`src/rtl/tmpc_consts.vh`:
```
// constants for the timer prescaler, clock select and flag block
`ifndef TMPC_CONSTS_VH
`define TMPC_CONSTS_VH

`define TMPC_ADDR_W 4
`define TMPC_DATA_W 8

`define TMPC_REG_FLAGS 4'h0
`define TMPC_REG_MASK 4'h1
`define TMPC_REG_SYNC 4'h2
`define TMPC_REG_CLKSEL0 4'h3
`define TMPC_REG_CLKSEL1 4'h4
`define TMPC_REG_WAVE 4'h5
`define TMPC_REG_PRESCALE 4'h6

`define TMPC_BIT_CAPTURE 5
`define TMPC_BIT_CMPB 2
`define TMPC_BIT_CMPA 1
`define TMPC_BIT_OVF 0
`define TMPC_BIT_SYNCMODE 7
`define TMPC_BIT_PSR 0

`define TMPC_RST_BYTE 8'h00
`define TMPC_RST_FLAGS 4'h0
`define TMPC_RST_CLKSEL 3'h0
`define TMPC_RST_WAVE 4'h0
`define TMPC_RST_PRESCALE 10'h000

`define TMPC_CS_STOP 3'h0
`define TMPC_CS_DIRECT 3'h1
`define TMPC_CS_DIV8 3'h2
`define TMPC_CS_DIV64 3'h3
`define TMPC_CS_DIV256 3'h4
`define TMPC_CS_DIV1024 3'h5
`define TMPC_CS_EXT_FALL 3'h6
`define TMPC_CS_EXT_RISE 3'h7

`define TMPC_PRESCALE_W 10
`define TMPC_TAP8_BITS 3
`define TMPC_TAP64_BITS 6
`define TMPC_TAP256_BITS 8
`define TMPC_TAP1024_BITS 10

`define TMPC_WAVE_NORMAL 4'h0
`define TMPC_WAVE_CTC_CMP 4'h4
`define TMPC_WAVE_CTC_CAP 4'hc
`define TMPC_WAVE_PFC_CAP 4'h8
`define TMPC_WAVE_PC_CAP 4'ha
`define TMPC_WAVE_FAST_CAP 4'he

`endif

```
`src/rtl/tmpc_pin_edge.v`:
```
// external clock pin synchroniser and edge detector
`timescale 1ns/1ps
module tmpc_pin_edge (
   input wire sys_clk,
   input wire sys_rst,
   input wire pinIn,
   output wire edgeRise,
   output wire edgeFall
);
   reg syncA_ff;
   reg syncB_ff;
   reg prev_ff;

   // RL11: two stage sampling
   always @(posedge sys_clk) begin
      if (sys_rst) begin
         syncA_ff <= 1'b0;
         syncB_ff <= 1'b0;
         prev_ff <= 1'b0;
      end else begin
         syncA_ff <= pinIn;
         syncB_ff <= syncA_ff;
         prev_ff <= syncB_ff;
      end
   end

   // RL12: one pulse per edge
   assign edgeRise = syncB_ff & ~prev_ff;
   assign edgeFall = ~syncB_ff & prev_ff;
endmodule

```
`src/rtl/tmpc_clock_select.v`:
```
// per-timer clock source selector
`timescale 1ns/1ps
`include "tmpc_consts.vh"
module tmpc_clock_select (
   input wire sys_clk,
   input wire sys_rst,
   input wire [2:0] clockSelect,
   input wire [3:0] prescaleTap,
   input wire extRise,
   input wire extFall,
   input wire halt,
   output wire timerTick
);
   reg tick_ff;
   reg nxt_tick;

   always @* begin
      case (clockSelect)
         // RL20: no source
         `TMPC_CS_STOP: begin
            nxt_tick = 1'b0;
         end
         // RL7: direct system clock
         `TMPC_CS_DIRECT: begin
            nxt_tick = 1'b1;
         end
         // RL8: prescaler taps
         `TMPC_CS_DIV8: begin
            nxt_tick = prescaleTap[0];
         end
         `TMPC_CS_DIV64: begin
            nxt_tick = prescaleTap[1];
         end
         `TMPC_CS_DIV256: begin
            nxt_tick = prescaleTap[2];
         end
         `TMPC_CS_DIV1024: begin
            nxt_tick = prescaleTap[3];
         end
         // RL16: edges counted unprescaled
         `TMPC_CS_EXT_FALL: begin
            nxt_tick = extFall;
         end
         `TMPC_CS_EXT_RISE: begin
            nxt_tick = extRise;
         end
         default: begin
            nxt_tick = 1'b0;
         end
      endcase
   end

   always @(posedge sys_clk) begin
      if (sys_rst) begin
         tick_ff <= 1'b0;
      end else begin
         tick_ff <= nxt_tick & ~halt;
      end
   end

   assign timerTick = tick_ff;
endmodule

```
`src/rtl/tmpc_top.v`:
```
// shared prescaler, timer clock selection and timer1 event flags
//
// How it works
// RL1: capture flag sets on capture event, or at top when capture register is top.
// RL2: each flag clears on its vector acknowledge or on writing one.
// RL3: compare flags set in the timer cycle after counter equals compare.
// RL4: forced compare strobes never set compare flags.
// RL5: overflow flag follows waveform mode; normal and clear-on-compare use overflow.
// RL6: software writes zero to reserved flag bits 7, 6, 4, 3.
// RL7: clock select 1 ticks the timer every system clock.
// RL8: clock select 2 to 5 use taps dividing by 8, 64, 256, 1024.
// RL9: prescaler free running, shared, each timer has own clock select.
// RL10: first prescaled count lands 1 to N+1 cycles after enabling.
// RL11: external pin sampled every system clock through a synchroniser.
// RL12: select 7 counts rising edges, select 6 counts falling edges.
// RL13: external edge reaches the counter about three cycles later.
// RL14: software switches external clock only while pin is stable.
// RL15: external clock half period longer than one system clock.
// RL16: external clock never passes through the prescaler.
// RL17: sync mode keeps the written prescaler reset bit.
// RL18: writing sync mode zero clears prescaler reset, timers resume.
// RL19: prescaler reset bit holds prescaler reset, then self clears.
// RL20: clock select zero stops the timer.
// RL21: interrupt request when flag, mask bit and global enable all set.
// RL22: writing zero to a flag bit leaves it unchanged.
`timescale 1ns/1ps
`include "tmpc_consts.vh"
module tmpc_top (
   input wire sys_clk,
   input wire sys_rst,
   input wire [`TMPC_ADDR_W-1:0] regAddr,
   input wire [`TMPC_DATA_W-1:0] regWrData,
   input wire regWrEn,
   input wire regRdEn,
   output wire [`TMPC_DATA_W-1:0] regRdData,
   input wire extClkPin0,
   input wire extClkPin1,
   input wire captureEvent,
   input wire compareAEqual,
   input wire compareBEqual,
   input wire counterAtMax,
   input wire counterAtTop,
   input wire counterAtBottom,
   input wire [3:0] vectorAck,
   input wire globalIntEnable,
   output wire timer0Tick,
   output wire timer1Tick,
   output wire [3:0] irqRequest,
   output wire [3:0] waveformModeSelect,
   output wire prescalerResetActive
);
   // flag vector order: 3 capture, 2 compare b, 1 compare a, 0 overflow
   reg [3:0] flags_ff;
   reg [3:0] nxt_flags;
   reg [3:0] mask_ff;
   reg [3:0] irq_ff;
   reg syncMode_ff;
   reg nxt_syncMode;
   reg psr_ff;
   reg nxt_psr;
   reg [2:0] clkSel0_ff;
   reg [2:0] clkSel1_ff;
   reg [3:0] wave_ff;
   reg [`TMPC_PRESCALE_W-1:0] prescale_ff;
   reg [`TMPC_DATA_W-1:0] rdData_ff;
   reg [`TMPC_DATA_W-1:0] rdMux;
   reg [3:0] setVec;
   reg [3:0] clrVec;
   reg ovfCond;
   reg capAtTop;

   wire [3:0] prescaleTap;
   wire rise0;
   wire fall0;
   wire rise1;
   wire fall1;
   wire wrFlags;
   wire wrMask;
   wire wrSync;
   wire wrSel0;
   wire wrSel1;
   wire wrWave;
   wire [3:0] wrFlagBits;

   assign wrFlags = regWrEn & (regAddr == `TMPC_REG_FLAGS);
   assign wrMask = regWrEn & (regAddr == `TMPC_REG_MASK);
   assign wrSync = regWrEn & (regAddr == `TMPC_REG_SYNC);
   assign wrSel0 = regWrEn & (regAddr == `TMPC_REG_CLKSEL0);
   assign wrSel1 = regWrEn & (regAddr == `TMPC_REG_CLKSEL1);
   assign wrWave = regWrEn & (regAddr == `TMPC_REG_WAVE);

   assign wrFlagBits = {regWrData[`TMPC_BIT_CAPTURE],
                        regWrData[`TMPC_BIT_CMPB],
                        regWrData[`TMPC_BIT_CMPA],
                        regWrData[`TMPC_BIT_OVF]};

   // prescaler reset control
   always @* begin
      nxt_syncMode = syncMode_ff;
      nxt_psr = psr_ff;
      if (wrSync) begin
         nxt_syncMode = regWrData[`TMPC_BIT_SYNCMODE];
         // RL17: value written is kept
         nxt_psr = regWrData[`TMPC_BIT_PSR];
      end else if (!syncMode_ff) begin
         // RL19: self clear after one cycle
         // RL18: sync mode off clears reset
         nxt_psr = 1'b0;
      end
   end

   always @(posedge sys_clk) begin
      if (sys_rst) begin
         syncMode_ff <= 1'b0;
         psr_ff <= 1'b0;
      end else begin
         syncMode_ff <= nxt_syncMode;
         psr_ff <= nxt_psr;
      end
   end

   // RL9: free running shared prescaler
   // RL10: not reset by clock select
   // RL19: held while reset bit set
   always @(posedge sys_clk) begin
      if (sys_rst) begin
         prescale_ff <= `TMPC_RST_PRESCALE;
      end else if (psr_ff) begin
         prescale_ff <= `TMPC_RST_PRESCALE;
      end else begin
         prescale_ff <= prescale_ff + {{(`TMPC_PRESCALE_W-1){1'b0}}, 1'b1};
      end
   end

   // RL8: divide by 8, 64, 256, 1024
   assign prescaleTap[0] = &prescale_ff[`TMPC_TAP8_BITS-1:0];
   assign prescaleTap[1] = &prescale_ff[`TMPC_TAP64_BITS-1:0];
   assign prescaleTap[2] = &prescale_ff[`TMPC_TAP256_BITS-1:0];
   assign prescaleTap[3] = &prescale_ff[`TMPC_TAP1024_BITS-1:0];

   // control registers
   always @(posedge sys_clk) begin
      if (sys_rst) begin
         mask_ff <= `TMPC_RST_FLAGS;
         clkSel0_ff <= `TMPC_RST_CLKSEL;
         clkSel1_ff <= `TMPC_RST_CLKSEL;
         wave_ff <= `TMPC_RST_WAVE;
      end else begin
         if (wrMask) begin
            mask_ff <= wrFlagBits;
         end
         if (wrSel0) begin
            clkSel0_ff <= regWrData[2:0];
         end
         if (wrSel1) begin
            clkSel1_ff <= regWrData[2:0];
         end
         if (wrWave) begin
            wave_ff <= regWrData[3:0];
         end
      end
   end

   // RL13: sync plus detect plus tick register
   tmpc_pin_edge u_edge0 (
      .sys_clk(sys_clk),
      .sys_rst(sys_rst),
      .pinIn(extClkPin0),
      .edgeRise(rise0),
      .edgeFall(fall0)
   );

   tmpc_pin_edge u_edge1 (
      .sys_clk(sys_clk),
      .sys_rst(sys_rst),
      .pinIn(extClkPin1),
      .edgeRise(rise1),
      .edgeFall(fall1)
   );

   // RL9: independent selection per timer
   // RL17: timers halted during prescaler reset
   tmpc_clock_select u_sel0 (
      .sys_clk(sys_clk),
      .sys_rst(sys_rst),
      .clockSelect(clkSel0_ff),
      .prescaleTap(prescaleTap),
      .extRise(rise0),
      .extFall(fall0),
      .halt(psr_ff),
      .timerTick(timer0Tick)
   );

   tmpc_clock_select u_sel1 (
      .sys_clk(sys_clk),
      .sys_rst(sys_rst),
      .clockSelect(clkSel1_ff),
      .prescaleTap(prescaleTap),
      .extRise(rise1),
      .extFall(fall1),
      .halt(psr_ff),
      .timerTick(timer1Tick)
   );

   // overflow condition by waveform mode
   always @* begin
      case (wave_ff)
         4'h0, 4'h4, 4'hc: begin
            ovfCond = counterAtMax;
         end
         4'h5, 4'h6, 4'h7, 4'he, 4'hf: begin
            ovfCond = counterAtTop;
         end
         default: begin
            ovfCond = counterAtBottom;
         end
      endcase
   end

   // capture register used as top
   always @* begin
      case (wave_ff)
         `TMPC_WAVE_PFC_CAP, `TMPC_WAVE_PC_CAP,
         `TMPC_WAVE_CTC_CAP, `TMPC_WAVE_FAST_CAP: begin
            capAtTop = 1'b1;
         end
         default: begin
            capAtTop = 1'b0;
         end
      endcase
   end

   // flag set and clear terms
   always @* begin
      setVec = 4'h0;
      // RL1: capture pin or top
      if (capAtTop) begin
         setVec[3] = timer1Tick & counterAtTop;
      end else begin
         setVec[3] = captureEvent;
      end
      // RL3: set on the tick leaving a match
      // RL4: only counter equality sets these
      setVec[2] = timer1Tick & compareBEqual;
      setVec[1] = timer1Tick & compareAEqual;
      // RL5: mode dependent overflow
      setVec[0] = timer1Tick & ovfCond;
      // RL2: vector or write one
      // RL22: zero bits leave flags alone
      clrVec = vectorAck | (wrFlags ? wrFlagBits : 4'h0);
      // set wins over a same cycle clear
      nxt_flags = (flags_ff & ~clrVec) | setVec;
   end

   always @(posedge sys_clk) begin
      if (sys_rst) begin
         flags_ff <= `TMPC_RST_FLAGS;
         irq_ff <= `TMPC_RST_FLAGS;
      end else begin
         flags_ff <= nxt_flags;
         // RL21: flag, mask and global enable
         irq_ff <= flags_ff & mask_ff & {4{globalIntEnable}};
      end
   end

   // read mux, reserved bits read zero
   always @* begin
      rdMux = `TMPC_RST_BYTE;
      case (regAddr)
         `TMPC_REG_FLAGS: begin
            rdMux[`TMPC_BIT_CAPTURE] = flags_ff[3];
            rdMux[`TMPC_BIT_CMPB] = flags_ff[2];
            rdMux[`TMPC_BIT_CMPA] = flags_ff[1];
            rdMux[`TMPC_BIT_OVF] = flags_ff[0];
         end
         `TMPC_REG_MASK: begin
            rdMux[`TMPC_BIT_CAPTURE] = mask_ff[3];
            rdMux[`TMPC_BIT_CMPB] = mask_ff[2];
            rdMux[`TMPC_BIT_CMPA] = mask_ff[1];
            rdMux[`TMPC_BIT_OVF] = mask_ff[0];
         end
         `TMPC_REG_SYNC: begin
            rdMux[`TMPC_BIT_SYNCMODE] = syncMode_ff;
            rdMux[`TMPC_BIT_PSR] = psr_ff;
         end
         `TMPC_REG_CLKSEL0: begin
            rdMux[2:0] = clkSel0_ff;
         end
         `TMPC_REG_CLKSEL1: begin
            rdMux[2:0] = clkSel1_ff;
         end
         `TMPC_REG_WAVE: begin
            rdMux[3:0] = wave_ff;
         end
         `TMPC_REG_PRESCALE: begin
            rdMux = prescale_ff[`TMPC_DATA_W-1:0];
         end
         default: begin
            rdMux = `TMPC_RST_BYTE;
         end
      endcase
   end

   // read data valid only in the cycle after the strobe
   always @(posedge sys_clk) begin
      if (sys_rst) begin
         rdData_ff <= `TMPC_RST_BYTE;
      end else if (regRdEn) begin
         rdData_ff <= rdMux;
      end else begin
         rdData_ff <= `TMPC_RST_BYTE;
      end
   end

   assign regRdData = rdData_ff;
   assign irqRequest = irq_ff;
   assign waveformModeSelect = wave_ff;
   assign prescalerResetActive = psr_ff;
endmodule

```
`config.mk`:
```
export PLATFORM = sky130hd
export DESIGN_NAME = tmpc_top
export DESIGN_NICKNAME = d
export VERILOG_FILES = /design/src/rtl/tmpc_pin_edge.v /design/src/rtl/tmpc_clock_select.v /design/src/rtl/tmpc_top.v
export VERILOG_INCLUDE_DIRS = /design/src /design/src/rtl
export SDC_FILE = /design/constraint.sdc
export NUM_CORES = 1
export LEC_CHECK = 0
export BUFFER_PORTS_ARGS = -buffer_cell sky130_fd_sc_hd__buf_2
export CELL_PAD_IN_SITES_DETAIL_PLACEMENT = 0
export CELL_PAD_IN_SITES_GLOBAL_PLACEMENT = 1
export CORE_AREA = 5 5 78 80
export CTS_BUF_LIST = sky130_fd_sc_hd__clkbuf_8 sky130_fd_sc_hd__clkbuf_16
export CTS_CLUSTER_DIAMETER = 80
export DETAILED_ROUTE_END_ITERATION = 6
export DIE_AREA = 0 0 83 85
export GPL_ROUTABILITY_DRIVEN = 0
export PLACE_DENSITY = 0.86
export SLEW_MARGIN = 10
export SYNTH_ARGS = -nofsm -noshare
export SYNTH_HDL_FRONTEND = slang
export SYNTH_SLANG_ARGS = --single-unit
export TNS_END_PERCENT = 5
```
`constraint.sdc`:
```
create_clock -name sys_clk -period 2.9 [get_ports sys_clk]
set_input_delay 0.145 -clock sys_clk [delete_from_list [all_inputs] [get_ports sys_clk]]
set_output_delay 0.145 -clock sys_clk [all_outputs]
set_load 0.005 [all_outputs]
```
==> results.txt, run 1 <==
The cell taking the most area after synthesis is sky130_fd_sc_hd__dfxtp_1. The height of the chip came out at 85 microns. The maximum number of pins on one net before global-route repair is 32.

The met3 wire length came out at 216 microns. In this run the top signal layer used is met4. The latest clock arrival within the worst-skew pair came out at 0.30 ns. In this run, post-CTS repair resized a total of 0 instances.

The final worst-path setup slack is 1.20 ns. For this block, the via count after detailed routing is 1798. The number of buffers on the longest clock path is 2. TritonCTS built the clock tree. The area of placed instances came out at 2440 sq um. The post-CTS setup buffer count came out at 0. The number of synthesized register bits is 50. The count of buffers added on input and output ports is 45. The final cycle utilization of the critical path is 58.7%. The core region is 5340 sq um. The cell type of the slowest stage on the worst timing path is sky130_fd_sc_hd__dfxtp_1. The count of cells in the finished layout, fillers not included, comes to 354.

The portion of synthesized cell area occupied by the leading cell type came out at 45.8%. The max-cap check violation count came out at 0. The critical path's largest stage delay came out at 0.41 ns. Yosys printed 0 warnings. After synthesis, the share of flip-flops with an asynchronous set or reset is 0%. The net switching share of the total power is 22.0%. After detailed routing, the total wire length is 4850 microns. The worst IR drop on VDD came out at 304 uV.

The number of failing setup endpoints in the final timing report came out at 0. The leftover overflow at the end of global routing came out at 0. The number of global-route vias before repair came out at 1750. The worst endpoint required time came out at 3.11 ns.

The relative contribution of combinational cells to total power is 6.6%. In this run the horizontal extent of the chip is 83 microns. After clock tree synthesis, the clock-pin slew on the worst setup and hold paths is 0.09 ns. The count of inserted antenna diode cells came out at 0. Sorting the synthesized cells by area gives the leading types as sky130_fd_sc_hd__dfxtp_1, sky130_fd_sc_hd__mux2i_1, sky130_fd_sc_hd__nor2_1. After synthesis, the largest family of logic cells by area is simple AND/OR/NAND/NOR gates. The synthesized netlist devotes 2.80% of its cell area to XOR and XNOR gates. The highest achievable clock rate is 587 MHz. The share of post-route cells with drive strength above 1 is 23.0%.

The area added between synthesis and finish is 16.5%. Setup repair after global routing left no endpoint under its margin. The share of power burned in registers came out at 56.1%. The post-synthesis mux area share came out at 7.55%. The mean post-synth cell area is 9.11 sq um. Prior to clock tree synthesis, the placed netlist has a worst setup slack of 1.23 ns. The aggregate negative setup slack is 0 ns.

At the pin with the least slew margin, the transition time is 0.581 ns. In this run the worst path has a maximum fanout of 5. The cell area after layout came out at 2550 sq um. The maximum level of the CTS H-tree came out at 2.

After detailed routing, the number of remaining DRC violations is 0. The total nets after synthesis came out at 271. The total power per unit cell area is 494 nW/um^2. The post-layout total power came out at 0.00126 W. The worst path arrival time came out at 1.91 ns. The minimum clock period is 1.70 ns.

The worst setup path is launched from a flip-flop. Leaving out fill and tap cells, the most frequent cell in the layout is sky130_fd_sc_hd__dfxtp_1. The number of flops mapped to enable cells by yosys is 0. The standard-cell row count is 27.

The most used flip-flop cell after synthesis is sky130_fd_sc_hd__dfxtp_1. TritonCTS created 5 clock buffers. The number of placed instances, taps included, is 346. The flow ran to the end, and the final reports show no timing, DRC or antenna violations. The instance count of the mapped netlist came out at 240. Yosys mapped the design onto 43 distinct sky130hd cell types. Clock tree synthesis selected as its root buffer the cell sky130_fd_sc_hd__clkbuf_8. Once detail routing completed, the nets flagged for antenna violations numbered 0. The post-synthesis simple-gate area fraction came out at 24.7%.

The worst setup path is captured at a flip-flop. The max-slew violation count was 0. The hold-fix buffer count after cts is 0. The signal on the critical path passes through ha_1, nand4_2, or2_4, a311o_1, a31oi_1. The total routing resource utilization after global routing came out at 14.7%. The switching power of the nets came out at 0.000277 W.

CTS saw 50 sinks. The fraction of power consumed by the clock network came out at 37.3%. The total internal power is 0.000984 W. The routed length on met1 came out at 2300 microns. The post-synthesis instance area is 2190 sq um. The count of endpoints failing hold in the final timing report is 0. The worst setup path is of the reg -> reg kind. Using the TritonRoute via totals, the vias-per-cell ratio works out to 5.08. The worst clock skew on the final layout is 0.00983 ns. The share of the yosys chip area belonging to registers came out at 45.8%. Summing the areas of all compound-gate instances in the mapped netlist gives 13.2% of the synthesized area. The worst-case headroom to the max-slew limit came out at 61.3%.

The number of optimization iterations in the first detailed-route pass came out at 4. The length of routed met2 wiring came out at 2260 microns. The effective utilization at floorplan came out at 41.0%. The number of nets at the end of the flow is 312. The detailed-route wire length per cell is 13.7 microns. The area share of fa/ha/maj cells after synthesis came out at 1.14%. The first-pass GRT wire length is 8400 microns. The number of DRC markers in iteration 0 came out at 117. In this run the worst hold path is classified as in -> reg.

The post-DP HPWL is 3570 microns. In the layout the commonest cells are sky130_fd_sc_hd__dfxtp_1, sky130_fd_sc_hd__buf_2, sky130_fd_sc_hd__nor2_1, sky130_fd_sc_hd__nand2_1, sky130_fd_sc_hd__a21oi_1. The leakage power is 1.02 nW.

The initial antenna violation count is 0. For this design the top-level I/O count stands at 48. The die footprint is 7060 sq um.
final cells by class:
type / instances / area (sq um)
tap: 72 / 90.1
clock buffer: 5 / 68.8
clock inverter: 3 / 37.5
inverter: 10 / 37.5
timing repair buffer: 46 / 233
fill: 536 / 2790
multi-input combinational: 168 / 1080
sequential: 50 / 1000
cells by family after synthesis:
group / count (synthesis)
DFF: 50
muxes: 16
and+or+nand+nor: 100
adders and majority gates: 2
xor gates and xnor gates: 7
buffers and inverters: 22
AOI/OAI and AO/OA: 43
critical path: cells and delay by family, from the launching register on:
| kind | cells | cell delay [ns] |
|---|---|---|
| flops | 1 | 0.41 |
| fa+ha+maj | 1 | 0.24 |
| simple gates | 2 | 0.41 |
| compound gates | 2 | 0.55 |
cells in the mapped netlist (all sizes together), types with 5 or more instances:
master	count
a21oi	15
a22oi	7
and3	8
nand2	24
clkbuf	5
nor2b	8
dfxtp	50
buf	7
mux2i	12
inv	10
nand3	11
o21ai	5
nor2	27
final timing paths:
| check | from | end | slack (ns) | cells past startpoint |
|---|---|---|---|---|
| max | prescale_ff[0]$_SDFF_PP0_ | u_sel1.timerTick$_SDFF_PP0_ | 1.20 | 5 |
| min | extClkPin0 | u_edge0.syncA_ff$_SDFF_PP0_ | 0.05 | 2 |
| max reg2reg | prescale_ff[0]$_SDFF_PP0_ | u_sel1.timerTick$_SDFF_PP0_ | 1.20 | 5 |
| min reg2reg | u_edge1.syncA_ff$_SDFF_PP0_ | u_edge1.syncB_ff$_SDFF_PP0_ | 0.45 | 1 |
layer usage:
layer	global-route usage (%)	vias up
met5	0	-
met1	19.3	834
met3	3.98	7
met4	5.05	0
li1	-	921
met2	23.2	36
power by group through the flow:
stage / clock network [W] / logic [W] / registers (W)
global route: 0.000513 / 0.0000942 / 0.000710
detailed placement: 0 / 0.0000833 / 0.000724
CTS: 0.000481 / 0.0000837 / 0.000708
finish: 0.000470 / 0.0000832 / 0.000707
floorplan: 0 / 0.0000534 / 0.000721
global placement: 0 / 0.0000833 / 0.000723
state kept, by name, summed over array words and instances, names as in the netlist, 3 cells and up:
name	count
clkSel0_ff	3
clkSel1_ff	3
flags_ff	4
irqRequest	4
mask_ff	4
prescale_ff	10
regRdData	8
waveformModeSelect	4
stage by stage:
step,hold slack (ns),utilization (%)
after floorplan,0.273,-
after global placement,0.360,45.8
after detailed placement,0.363,45.8
after CTS,0.0437,47.7
after global routing,0.0621,47.7
final,0.0484,47.7
No activity file was read; power rests on OpenSTA's default activity.
==> run 2, diff against run 1 <==
--- a/config.mk
+++ b/config.mk
@@ -9,13 +9,13 @@
 export BUFFER_PORTS_ARGS = -buffer_cell sky130_fd_sc_hd__buf_2
 export CELL_PAD_IN_SITES_DETAIL_PLACEMENT = 0
 export CELL_PAD_IN_SITES_GLOBAL_PLACEMENT = 1
-export CORE_AREA = 5 5 78 80
+export CORE_AREA = 5 5 80 82
 export CTS_BUF_LIST = sky130_fd_sc_hd__clkbuf_8 sky130_fd_sc_hd__clkbuf_16
 export CTS_CLUSTER_DIAMETER = 80
 export DETAILED_ROUTE_END_ITERATION = 6
-export DIE_AREA = 0 0 83 85
+export DIE_AREA = 0 0 85 87
 export GPL_ROUTABILITY_DRIVEN = 0
-export PLACE_DENSITY = 0.86
+export PLACE_DENSITY = 0.82
 export SLEW_MARGIN = 10
 export SYNTH_ARGS = -nofsm -noshare
 export SYNTH_HDL_FRONTEND = slang
==> constraint.sdc (replaced) <==
create_clock -name sys_clk -period 1.7 [get_ports sys_clk]
set_input_delay 0.085 -clock sys_clk [delete_from_list [all_inputs] [get_ports sys_clk]]
set_output_delay 0.085 -clock sys_clk [all_outputs]
set_load 0.005 [all_outputs]
==> results.txt, run 2 (synthesized netlist as in run 1, its figures left out) <==
The flow ran to the end, and the final reports show no timing, DRC or antenna violations. The minimum clock period is 1.59 ns. The maximum level of the CTS H-tree came out at 2. The post-route DRC violation count is 0.

The post-DP HPWL came out at 3780 microns. The clock buffer count from CTS is 5. The actual slew at the worst max-slew pin is 0.496 ns. The average via count per standard cell is 5.11. The layout filler cell count came out at 582. The share of post-route cells with drive strength above 1 is 23.3%. The area occupied by multi-input gates is 1080 sq um. The height of the chip is 87 microns. The effective utilization at floorplan is 38.5%.

The number of buffers on the longest clock path is 2. The count of nets left with antenna violations once routing finished came out at 0. The die footprint came out at 7400 sq um.

The critical path's largest stage delay came out at 0.39 ns. The final cycle utilization of the critical path is 93.4%. The tool flagged a number of max-cap violations equal to 0.

The largest individual stage delay along the critical path comes from the cell sky130_fd_sc_hd__dfxtp_1. The post-layout total power is 0.00200 W. The number of DRC markers in iteration 0 came out at 121. The critical path ends at u_sel0.timerTick$_SDFF_PP0_. The highest achievable clock rate came out at 629 MHz. The cell area after layout came out at 2570 sq um. The worst clock skew on the final layout is 0.00354 ns. The path type of the worst setup path is reg -> reg.

The number of failing setup endpoints in the final timing report came out at 0. The max-slew violation count came out at 0. The overall routed net length is 5080 microns. For this block, the via count after detailed routing is 1850. The cell depth of the worst flop-to-flop path came out at 5. The count of inserted antenna diode cells is 0.

The number of global-route vias before repair is 1733. The path class of the tightest hold or removal check is in -> reg. The area of placed instances came out at 2470 sq um. The sequential cells in the finished layout cover a total of 1000 sq um. Leaving out fill and tap cells, the most frequent cells in the layout are sky130_fd_sc_hd__dfxtp_1, sky130_fd_sc_hd__buf_2, sky130_fd_sc_hd__nor2_1, sky130_fd_sc_hd__nand2_1, sky130_fd_sc_hd__a21oi_1. The detailed-route wire length per cell is 14.0 microns.

STA classifies the critical path startpoint as a flip-flop. Leaving out fill and tap cells, the most frequent cell in the layout is sky130_fd_sc_hd__dfxtp_1. The number of input and output port buffers inserted came out at 45. The number of nets at the end of the flow is 318. The clock sink count is 50. The clock-pin slew on the worst setup and hold paths came out at 0.08 ns. Data on the critical path arrives at its endpoint at 1.82 ns. STA classifies the critical path endpoint as a flip-flop.

The launch point of the worst path is prescale_ff[0]$_SDFF_PP0_. The maximum number of pins on one net before global-route repair is 22. Once layout is complete, the cells apart from fillers number 362. The floorplan has 28 rows. The leakage power came out at 1.03 nW. The worst-case headroom to the max-slew limit came out at 66.8%.

In this run the critical register-to-register path is captured at u_sel0.timerTick$_SDFF_PP0_. Walking the worst path, the cells encountered are ha_1, nand4_2, or2_4, a311o_1, a31oi_1. The number of optimization iterations in the first detailed-route pass is 4. The maximum fanout along the worst path came out at 5. Counting flops per register, the top entry is prescale_ff.

Data on the critical path is required at its endpoint by 1.93 ns. The register with the most flip-flops in the layout has 10 of them. In this run the critical register-to-register path is launched from prescale_ff[0]$_SDFF_PP0_. The setup check on the worst reg-to-reg path leaves a slack of 0.11 ns. The first global-routing pass estimated 8520 microns of wire. The total routing resource utilization after global routing is 14.7%. 48 I/O pins were placed. The CTS tree is done. The aggregate negative setup slack is 0 ns. The area added between synthesis and finish is 17.7%. The cell sitting at the root of the clock tree is a sky130_fd_sc_hd__clkbuf_8.

The final standard cell utilization of the core came out at 45.4%. The count of endpoints failing hold in the final timing report was 0. The initial antenna violation count came out at 0.

The cell count after placement came out at 352. The latest clock arrival within the worst-skew pair is 0.31 ns. The leftover overflow at the end of global routing came out at 0. The die width came out at 85 microns. After floorplanning, the core was sized to cover 5680 sq um. The worst IR drop on VDD came out at 422 uV. The total power per unit cell area is 778 nW/um^2. Setup repair after global routing left no endpoint under its margin. The number of instances resized during post-cts repair is 0.
-- run 2: changes by cell type in the layout (fill, tap and decap cells not counted) --
cell and change:
sky130_fd_sc_hd__buf_4 +3, sky130_fd_sc_hd__bufinv_16 -1, sky130_fd_sc_hd__dlygate4sd3_1 +3
-- run 2: layout make-up --
class,instances,area share (%)
clock buffers,5,2.67
clock inverters,2,0.292
inverters,10,1.46
multi-input cells,168,42.0
flip-flops and latches,50,38.9
well taps,75,3.64
repair buffers,52,11.1
-- run 2: worst min-delay path by stage --
| stage | from | to | slack, ns | cells past startpoint |
|---|---|---|---|---|
| floorplan | extClkPin0 | u_edge0.syncA_ff$_SDFF_PP0_ | 0.21 | 1 |
| global placement | extClkPin0 | u_edge0.syncA_ff$_SDFF_PP0_ | 0.30 | 2 |
| detailed placement | extClkPin0 | u_edge0.syncA_ff$_SDFF_PP0_ | 0.30 | 2 |
| CTS | regWrData[3] | waveformModeSelect[3]$_SDFFE_PP0P_ | 0.009 | 3 |
| global route | regWrData[3] | waveformModeSelect[3]$_SDFFE_PP0P_ | 0.03 | 3 |
| finish | regWrData[3] | waveformModeSelect[3]$_SDFFE_PP0P_ | 0.01 | 3 |
-- run 2: layer usage --
metal / global-route usage [%] / vias to the layer above / wire, microns
met5: 0 / - / 0
met4: 5.61 / 0 / 85
met3: 3.03 / 8 / 281
met2: 23.5 / 37 / 2430
met1: 19.4 / 873 / 2280
li1: - / 932 / -
-- run 2: timing repair --
item | CTS | global route
hold endpoints to repair | 3 | 0
setup buffers | 0 | 0
hold buffers | 3 | 0
-- run 2: where the power goes --
group / internal [W] / switching (W)
combinational: 0.0000682 / 0.0000855
clock: 0.000272 / 0.000372
sequential: 0.00119 / 0.0000173
-- run 2: stage by stage --
step	hold slack [ns]	setup WS, ns
CTS	0.00884	0.0885
finish	0.0123	0.111
floorplan	0.213	0.226
global placement	0.295	0.155
global route	0.0342	0.0273
detailed placement	0.300	0.107
-- run 2: critical path: cells and delay by family, from the launching register on --
kind	cells	cell delay [ns]
flops	1	0.39
simple gates	2	0.39
fa+ha+maj	1	0.23
compound gates	2	0.50
